--- src/qbpp_pkg.sv ---
// Behaviour
// - Quasi mode: latch one enables very-weak pull-up
// - Quasi weak pull-up needs latch and pin high
// - Strong pull-up two clocks after output rises
// - Input-only: no pull-ups, no drivers
// - Push-pull drives pin high and low
// - Open-drain pulls low only, never high
// - Reset: latches one, mode bits zero
// - Writes reach the pin only in output modes
// - Plain reads return synchronised pin levels
// - Read-modify-write reads the latch, not pins
// - Two mode bits select the pin structure
package qbpp_pkg;

    // ****************************************
    // Structure codes and defaults
    // ****************************************
    typedef enum logic [1:0] {
        QBPP_QUASI = 2'b00,
        QBPP_PUSH_PULL = 2'b01,
        QBPP_INPUT_ONLY = 2'b10,
        QBPP_OPEN_DRAIN = 2'b11
    } qbpp_mode_type;

    localparam int QBPP_WIDTH = 8;
    localparam logic QBPP_LATCH_RST = 1'h1;
    localparam logic QBPP_MODE_RST = 1'h0;
    localparam int QBPP_STRONG_DELAY_CLKS = 2;
    localparam int QBPP_SYNC_STAGES = 2;

    typedef struct packed {
        logic outVal;
        logic outEn;
        logic veryWeakPu;
        logic weakPu;
        logic strongPu;
    } qbpp_drive_type;

    typedef struct packed {
        logic wrEn;
        logic rmwRead;
        logic [QBPP_WIDTH-1:0] wrData;
    } qbpp_cpu_type;

endpackage

--- src/qbpp_sync.sv ---
module qbpp_sync
    import qbpp_pkg::*;
#(
    parameter int WIDTH = QBPP_WIDTH
) (
    input wire logic clk,
    input wire logic rstn,
    input wire logic [WIDTH-1:0] asyncIn,
    output logic [WIDTH-1:0] syncOut
);
    logic [WIDTH-1:0] meta_ff;
    logic [WIDTH-1:0] stable_ff;

    // ****************************************
    // Two-flop synchroniser
    // ****************************************
    always_ff @(posedge clk) begin
        if (!rstn) begin
            meta_ff <= '1;
            stable_ff <= '1;
        end else begin
            meta_ff <= asyncIn;
            stable_ff <= meta_ff;
        end
    end

    assign syncOut = stable_ff;
endmodule

--- src/qbpp_pin_ctrl.sv ---
module qbpp_pin_ctrl
    import qbpp_pkg::*;
(
    input wire logic clk,
    input wire logic rstn,
    input wire logic latchBit,
    input wire logic [1:0] modeBits,
    input wire logic pinSync,
    output qbpp_drive_type drive
);
    qbpp_mode_type mode;
    logic [QBPP_STRONG_DELAY_CLKS-1:0] riseDly_ff;
    logic latchDly_ff;

    assign mode = qbpp_mode_type'({modeBits[0], modeBits[1]});

    // ****************************************
    // Rise delay for strong pull-up
    // ****************************************
    always_ff @(posedge clk) begin
        if (!rstn) begin
            latchDly_ff <= QBPP_LATCH_RST;
            riseDly_ff <= '0;
        end else begin
            latchDly_ff <= latchBit;
            riseDly_ff <= {riseDly_ff[QBPP_STRONG_DELAY_CLKS-2:0], latchBit & ~latchDly_ff};
        end
    end

    always_comb begin
        drive = '0;
        unique case (mode)
            QBPP_QUASI: begin
                drive.veryWeakPu = latchBit;
                drive.weakPu = latchBit & pinSync;
                drive.strongPu = latchBit & riseDly_ff[QBPP_STRONG_DELAY_CLKS-1];
                drive.outVal = 1'h0;
                drive.outEn = ~latchBit;
            end
            QBPP_PUSH_PULL: begin
                drive.outVal = latchBit;
                drive.outEn = 1'h1;
            end
            QBPP_INPUT_ONLY: begin
                drive = '0;
            end
            QBPP_OPEN_DRAIN: begin
                drive.outVal = 1'h0;
                drive.outEn = ~latchBit;
            end
        endcase
    end
endmodule

--- src/qbpp_port.sv ---
module qbpp_port
    import qbpp_pkg::*;
#(
    parameter int WIDTH = QBPP_WIDTH
) (
    input wire logic clk,
    input wire logic rstn,
    input wire logic latchWrEn,
    input wire logic [WIDTH-1:0] latchWrData,
    input wire logic modeLowWrEn,
    input wire logic [WIDTH-1:0] modeLowWrData,
    input wire logic modeHighWrEn,
    input wire logic [WIDTH-1:0] modeHighWrData,
    input wire logic rmwRead,
    input wire logic [WIDTH-1:0] pinIn,
    output logic [WIDTH-1:0] readData_ff,
    output logic [WIDTH-1:0] pinOut_ff,
    output logic [WIDTH-1:0] pinOe_ff,
    output logic [WIDTH-1:0] veryWeakPu_ff,
    output logic [WIDTH-1:0] weakPu_ff,
    output logic [WIDTH-1:0] strongPu_ff
);
    logic [WIDTH-1:0] portDataLatch_ff;
    logic [WIDTH-1:0] modeSelectLow_ff;
    logic [WIDTH-1:0] modeSelectHigh_ff;
    logic [WIDTH-1:0] pinSync;
    qbpp_drive_type drv [WIDTH];

    // ****************************************
    // Pin input synchronisation
    // ****************************************
    qbpp_sync #(.WIDTH(WIDTH)) u_sync (
        .clk(clk),
        .rstn(rstn),
        .asyncIn(pinIn),
        .syncOut(pinSync)
    );

    // ****************************************
    // Latch and mode registers
    // ****************************************
    always_ff @(posedge clk) begin
        if (!rstn) begin
            portDataLatch_ff <= {WIDTH{QBPP_LATCH_RST}};
        end else if (latchWrEn) begin
            portDataLatch_ff <= latchWrData;
        end
    end

    always_ff @(posedge clk) begin
        if (!rstn) begin
            modeSelectLow_ff <= {WIDTH{QBPP_MODE_RST}};
            modeSelectHigh_ff <= {WIDTH{QBPP_MODE_RST}};
        end else begin
            if (modeLowWrEn) begin
                modeSelectLow_ff <= modeLowWrData;
            end
            if (modeHighWrEn) begin
                modeSelectHigh_ff <= modeHighWrData;
            end
        end
    end

    // ****************************************
    // Per-pin structure control
    // ****************************************
    for (genvar i = 0; i < WIDTH; i++) begin : g_pin
        qbpp_pin_ctrl u_pin (
            .clk(clk),
            .rstn(rstn),
            .latchBit(portDataLatch_ff[i]),
            .modeBits({modeSelectHigh_ff[i], modeSelectLow_ff[i]}),
            .pinSync(pinSync[i]),
            .drive(drv[i])
        );
    end

    // ****************************************
    // Registered pin controls
    // ****************************************
    always_ff @(posedge clk) begin
        if (!rstn) begin
            pinOut_ff <= '0;
            pinOe_ff <= '0;
            veryWeakPu_ff <= '1;
            weakPu_ff <= '1;
            strongPu_ff <= '0;
        end else begin
            for (int i = 0; i < WIDTH; i++) begin
                pinOut_ff[i] <= drv[i].outVal;
                pinOe_ff[i] <= drv[i].outEn;
                veryWeakPu_ff[i] <= drv[i].veryWeakPu;
                weakPu_ff[i] <= drv[i].weakPu;
                strongPu_ff[i] <= drv[i].strongPu;
            end
        end
    end

    // ****************************************
    // Read path
    // ****************************************
    always_ff @(posedge clk) begin
        if (!rstn) begin
            readData_ff <= '1;
        end else if (rmwRead) begin
            readData_ff <= portDataLatch_ff;
        end else begin
            readData_ff <= pinSync;
        end
    end
endmodule

--- config.mk ---
export PLATFORM = sky130hd
export DESIGN_NAME = qbpp_port
export DESIGN_NICKNAME = d
export VERILOG_FILES = /design/src/qbpp_pkg.sv /design/src/qbpp_sync.sv /design/src/qbpp_pin_ctrl.sv /design/src/qbpp_port.sv
export SDC_FILE = /design/constraint.sdc
export NUM_CORES = 1
export LEC_CHECK = 0
export BUFFER_PORTS_ARGS = -buffer_cell sky130_fd_sc_hd__buf_4
export CORE_MARGIN = 1
export CORE_UTILIZATION = 50
export DETAILED_ROUTE_END_ITERATION = 7
export PLACE_DENSITY_LB_ADDON = 0.25
export SLEW_MARGIN = 20
export SYNTH_ARGS = -nofsm -noshare
export SYNTH_HDL_FRONTEND = slang
export SYNTH_HIERARCHICAL = 1
export SYNTH_SLANG_ARGS = --single-unit
--- constraint.sdc ---
create_clock -name clk -period 2.9 [get_ports clk]
set_input_delay 0.435 -clock clk [delete_from_list [all_inputs] [get_ports clk]]
set_output_delay 0.435 -clock clk [all_outputs]
set_load 0.01 [all_outputs]
==> impl_metrics.toml, run 1 <==
[run_status]
outcome = "complete, no violations"

[worst_setup_path]
slowest_stage = "dfxtp_1"
critPathKind = "reg -> out"
reg2reg_slack_ns = 1.75
critPathLaunchType = "flip-flop"
end_kind = "primary output"
r2r-start = "modeSelectLow_ff[0]"
worst-path-max-fanout = 1
required_ns = 2.47
timing.rr.end = "pinOe_ff[0]"
critical_path_arrival_ns = 0.81
cpLargestDelayFamily = "flip-flops"
startpoint = "readData_ff[5]"
rr_worst_depth = 4
cp_slowest_stage_delay_ns = 0.34
path_buf_inv = 1
path_cells = "buf_4"

[die]
dieArea_um2 = 8340
io_pins = 86
die_y_um = 91.3
rows = 32
die_w_um = 91.3
initial_core_util_pct = 51.6
core_um2 = 7730

[routing]
drt-pass1-iter-count = 3
drtIter0Drc = 79
antenna_left = 0
routed_wl_um = 6260
wl_per_cell_um = 11.6
drc = 0
via_count = 2391
via_per_inst = 4.44

[clock_tree]
postCtsHoldBufs = 0
numCtsBuffers = 9
cts_tree = "built"
cts_sinks = 112
root_buffer = "clkbuf_8"
clockBufferDepth = 2
post_cts_buffers = 0
clkTransAtPathRegs_ns = 0.09
htreeDepth = 3
cts_resized = 0
clock_latency_ns = 0.36

[power]
combPwrFrac_pct = 10.7
clockPowerShare_pct = 31.2
swShare_pct = 22.2
p_int_mw = 2.21
ir_drop_uv = 334
power_mw = 2.84
p_per_area_nw_per_um2 = 583
p_seq_share_pct = 58.1
switching_power_mw = 0.630
p_leak_nw = 2.30

[sta]
hold_viol_final = 0
tns_ns = 0
slew_headroom_pct = 40.6
rsz0062_at_grt = "no"
clock.fmax_ghz = 0.800
finalCriticalPeriod_ns = 1.25
final_max_slew_viol_count = 0
setup_viol = 0
min_period_over_period_pct = 43.1
tightest_slew_ns = 0.891
timing.hold.ws_ns = 0.253
finalClockSkew_ns = 0.0103
fin_ws_ns = 1.65

[final_layout]
drive_gt1_share_pct = 26.1
final_util_pct = 63.0
finalNetCount = 494
num_antenna_cells = 0
layout.cells.non_filler = 538
synthToLayoutAreaGrowth_pct = 22.1
fillers = 642
design_area_um2 = 4870

[global_route]
grtUsageTotal_pct = 16.1
grt_pass1_vias = 2230
grt_antenna_before_repair = 0
grt_max_degree = 113
overflow = 0
grt_pass1_wl_um = 10300

[min_path]
hp-class = "in -> reg"
hold_path_depth = 2
hold_path_startpoint = "pinIn[1]"
holdPathEnd = "u_sync/meta_ff[1]"

[placed_design]
hpwlAfterDp_um = 4180
gp_congestion = 0.685
numPortBuffers = 85
postPlaceCellArea_um2 = 4680
pre_cts_slack_ns = 1.35
placedCellCount = 523

[synth]
synth_area_um2 = 3990
synthCells = 348
ys_seq_elements = 112
synth_seq_area_share_pct = 56.2
syn_avg_cell_area_um2 = 11.5
syn-num-nets = 410
synth_cell_types = 17
yosysWarningCount = 6

[job]
max_cap_violations = 0
==> cell families after synthesis <==
kind of cell / Yosys count / share of synthesized area [%]
adder cells (fa/ha/maj): 24 / 7.53
multiplexers: 40 / 10.0
buffers and inverters: 28 / 3.29
AND/OR/NAND/NOR: 144 / 22.9
flip-flops: 112 / 56.2
==> power groups by stage <==
stage	clock network (mW)	registers [mW]	logic [mW]
floorplan	0	1.70	0.164
global placement	0	1.69	0.302
detailed placement	0	1.69	0.308
CTS	0.912	1.65	0.309
global route	0.971	1.66	0.339
finish	0.886	1.65	0.303
==> registers in the layout, summed over array words and instances, names as in the netlist <==
signal / cells
g_pin.u_pin/latchDly_ff: 8
g_pin.u_pin/riseDly_ff: 16
modeSelectHigh_ff: 8
modeSelectLow_ff: 8
pinOe_ff: 8
pinOut_ff: 8
portDataLatch_ff: 8
readData_ff: 8
strongPu_ff: 8
u_sync/meta_ff: 8
u_sync/syncOut: 8
veryWeakPu_ff: 8
weakPu_ff: 8
==> cell usage after synthesis <==
cell type  count  share of area [%]
and3b_1        8                1.8
ha_1          24                7.5
mux2i_1       40                 10
and2_2        16                3.0
and2_1        32                5.0
nand2b_1      35                5.5
or2b_1         5               0.94
dfxtp_1      112                 56
nor2b_1       10                1.6
clkbuf_2       3               0.38
buf_4          2               0.38
inv_1         16                1.5
and3_1        16                2.5
buf_6          1               0.28
and2b_1        6                1.1
buf_2          6               0.75
nand2_1       16                1.5
==> cells in the final DEF, fill, tap and decap left out, drive strengths merged, types with 5 or more instances in the layout <==
cell type,Yosys,layout
dfxtp,112,112
buf,9,85
and2,48,48
mux2i,40,40
nand2b,35,35
ha,24,24
nand2,16,16
inv,16,16
and3,16,16
clkbuf,3,12
nor2b,10,10
and3b,8,8
and2b,6,6
or2b,5,5
==> area by class of cell <==
class                   count  area (µm²)  share of cell area, %
flip-flops and latches    112        2240                   46.0
multi-input cells         208        1620                   33.2
repair buffers             85         638                   13.1
clock buffers              12         145                   2.98
well taps                 102         128                   2.62
inverters                  16        60.1                   1.23
clock inverters             3        42.5                  0.873
==> routing by layer <==
metal	GRT usage, %	vias up	wire, µm
met5	0	-	0
met4	8.73	0	121
met3	3.02	8	211
met2	28.0	45	3090
met1	18.6	1072	2830
li1	-	1266	-
==> how the worst max path moves through the flow <==
stage,endpoint,slack [ns],cells after the start
finish,readData_ff[5],1.65,1
global route,pinOe_ff[5],1.60,1
CTS,weakPu_ff[5],1.61,1
detailed placement,u_sync/meta_ff[5],1.35,2
global placement,u_sync/meta_ff[5],1.36,2
floorplan,modeSelectLow_ff[0],1.86,3
No activity file was read; power rests on OpenSTA's default activity.
==> run 2, diff against run 1 <==
--- a/config.mk
+++ b/config.mk
@@ -5,6 +5,7 @@
 export SDC_FILE = /design/constraint.sdc
 export NUM_CORES = 1
 export LEC_CHECK = 0
+export ABC_AREA = 1
 export BUFFER_PORTS_ARGS = -buffer_cell sky130_fd_sc_hd__buf_4
 export CORE_MARGIN = 1
 export CORE_UTILIZATION = 50
==> constraint.sdc (replaced) <==
create_clock -name clk -period 1.15 [get_ports clk]
set_input_delay 0.1725 -clock clk [delete_from_list [all_inputs] [get_ports clk]]
set_output_delay 0.1725 -clock clk [all_outputs]
set_load 0.01 [all_outputs]
==> run 2 against run 1 <==
  * Via count up 36%
  * Worst setup slack worse by 1.6 ns
  * Combinational power grew to 3.3 times the previous value
  * Global-route usage is 3.2 points higher
  * Critical path depth increased by 6
  * Power grew to 2.6 times the previous value
  * Register-to-register slack worse by 1.7 ns
  * Die area is 8.0% higher
  * First-iteration DRC count decreased by 16%
  * Sequential cell count unchanged
  * Clock power rose by 140%
  * Count of clock-buffer cells in the layout shrank 2
  * Critical endpoint is now pinOe_ff[2]
==> impl_metrics.toml, run 2 <==
[synth]
synth_top_cell_by_area = "dfxtp_1"
ys_seq_elements = 112
synthCells = 562
yosys.area.top_type_share_pct = 51.9
synth-edff-count = 0
synth.most_common_cell = "nand2_1"
synth_seq_area_share_pct = 51.9
synth_area_um2 = 4320
synth_cell_types = 11
syn-num-nets = 624
synth_top_flop_cell = "dfxtp_1"
syn_avg_cell_area_um2 = 7.68
synth_area_leaders = "dfxtp_1 52%, nand2_1 15%, inv_1 13%"
async_flop_share_pct = 0
ys_top_cells_by_count = "169 x nand2_1, 154 x inv_1, 112 x dfxtp_1"
yosysWarningCount = 6

[routing]
drc = 0
via_per_inst = 4.23
wl_met1_um = 3670
via_count = 3243
route.met3.wl_um = 273
drt-pass1-iter-count = 4
met2_length_um = 3700
routed.top_layer = "met4"
antenna_left = 0
routed_wl_um = 7800
drtIter0Drc = 66
wl_per_cell_um = 10.2

[placed_design]
numPortBuffers = 85
hpwlAfterDp_um = 5650
gp_congestion = 0.770

[clock_tree]
htreeDepth = 3
cts_tree = "built"
numCtsBuffers = 9
root_buffer = "clkbuf_8"
clockBufferDepth = 2
clkTransAtPathRegs_ns = 0.11
clock_latency_ns = 0.37
cts_sinks = 112

[global_route]
grt_pass1_vias = 2998
grt_antenna_before_repair = 0
grt_pass1_wl_um = 13200
grtUsageTotal_pct = 19.3
grt_max_degree = 52
overflow = 0

[die]
die_y_um = 94.9
rows = 33
die_w_um = 94.9
io_pins = 86
dieArea_um2 = 9010
core_um2 = 8300
initial_core_util_pct = 52.0

[sta]
hold_viol_final = 0
finalCriticalPeriod_ns = 1.06
rsz0062_at_grt = "no"
setup_viol = 0
min_period_over_period_pct = 92.6
clock.fmax_ghz = 0.940
tightest_slew_ns = 0.299
finalClockSkew_ns = 0.0118
tns_ns = 0
timing.hold.ws_ns = 0.0198
final_max_slew_viol_count = 0
slew_headroom_pct = 80.1

[final_layout]
synthToLayoutAreaGrowth_pct = 21.8
num_antenna_cells = 0
finalNetCount = 719
mostFrequentLayoutCells = "169 x nand2_1, 154 x inv_1, 106 x dfxtp_1"
final_common_cell = "nand2_1"
fillers = 746
largest_reg_flops = 16
regMostFlops = "g_pin.u_pin/riseDly_ff"
drive_gt1_share_pct = 19.2

[job]
max_cap_violations = 0

[power]
power_mw = 7.32
p_leak_nw = 3.15
p_per_area_nw_per_um2 = 1390
ir_drop_uv = 715

[worst_setup_path]
critPathKind = "reg -> reg"
critPathLaunchType = "flip-flop"
critical_path_arrival_ns = 1.33
required_ns = 1.42
slowest_stage = "dfxtp_1"
end_kind = "flip-flop"
worst-path-max-fanout = 3
path_cells = "inv_1, ha_1, inv_1, nand2_1, nand2_1, nand2_1, inv_1"
cp_slowest_stage_delay_ns = 0.37
path_buf_inv = 3
cpLargestDelayFamily = "flip-flops"

[run_status]
outcome = "complete, no violations"

[min_path]
hp-class = "in -> reg"
## run 2: changes by cell type after synthesis, moves of 10 or more
cell	before	now
and3_1	16	0
and2_2	16	0
nand3_1	0	16
nor2b_1	10	0
nand2_1	16	169
inv_1	16	154
and2_1	32	0
nand2b_1	35	0
mux2i_1	40	0
nor2_1	0	56
nand2_2	0	15
## run 2: layer usage
| metal | GRT usage [%] | vias up |
|---|---|---|
| li1 | - | 1737 |
| met1 | 24.3 | 1428 |
| met2 | 32.3 | 68 |
| met3 | 2.74 | 10 |
| met4 | 9.47 | 0 |
| met5 | 0 | - |
## run 2: path summary, 6_finish.rpt
kind | to | slack (ns) | depth (start not counted) | from
max | pinOe_ff[2] | 0.09 | 7 | modeSelectLow_ff[2]
max reg2reg | pinOe_ff[2] | 0.09 | 7 | modeSelectLow_ff[2]
min | portDataLatch_ff[1] | 0.02 | 3 | latchWrData[1]
min reg2reg | g_pin[2].u_pin/riseDly_ff[0] | 0.39 | 1 | g_pin[2].u_pin/latchDly_ff
## run 2: layout make-up
type / count / area (µm²) / area share (%)
Sequential cell: 112 / 2250 / 42.8
Tap cell: 105 / 131 / 2.50
Inverter: 154 / 578 / 11.0
Timing Repair Buffer: 100 / 798 / 15.2
Clock inverter: 5 / 41.3 / 0.785
Multi-Input combinational cell: 280 / 1330 / 25.3
Clock buffer: 10 / 128 / 2.43
## run 2: power by group
part / internal [mW] / leakage [nW] / total [mW] / switching (mW)
Clock: 0.797 / 0.0794 / 2.09 / 1.30
Combinational: 0.475 / 2.14 / 1.00 / 0.528
Sequential: 4.10 / 0.926 / 4.22 / 0.118
## run 2: cells by family (layout without fill, tap and decap cells)
kind of cell	after synthesis	after routing	share of synthesized area [%]
adders and majority gates	24	24	6.96
buffers and inverters	170	269	17.5
DFF	112	112	51.9
and+or+nand+nor	256	256	23.6
## run 2: stage by stage
step                      instance area (µm²)  utilization (%)  setup slack (ns)  cells
after floorplan                          4320                -             0.179    562
after global placement                   4980             60.0             0.116    742
after detailed placement                 4980             60.0            0.0785    742
after CTS                                5240             63.1            0.0480    766
after global routing                     5260             63.3           0.00567    766
final                                    5260             63.3            0.0857    766
## run 2: worst reg2reg max path, stage by stage, from the launching register on
cell     delay (ns)
dfxtp_1        0.37
inv_1          0.07
ha_1           0.30
inv_1          0.04
nand2_1        0.06
nand2_1        0.04
nand2_1        0.06
inv_1          0.03
## run 2: timing repair
item / 4_1_cts / 5_1_grt
buffers inserted: 0 / 0
resized for setup: 0 / 7
setup endpoints to repair: 0 / 4
hold buffers: 9 / 0
endpoints found under the hold margin: 9 / 0
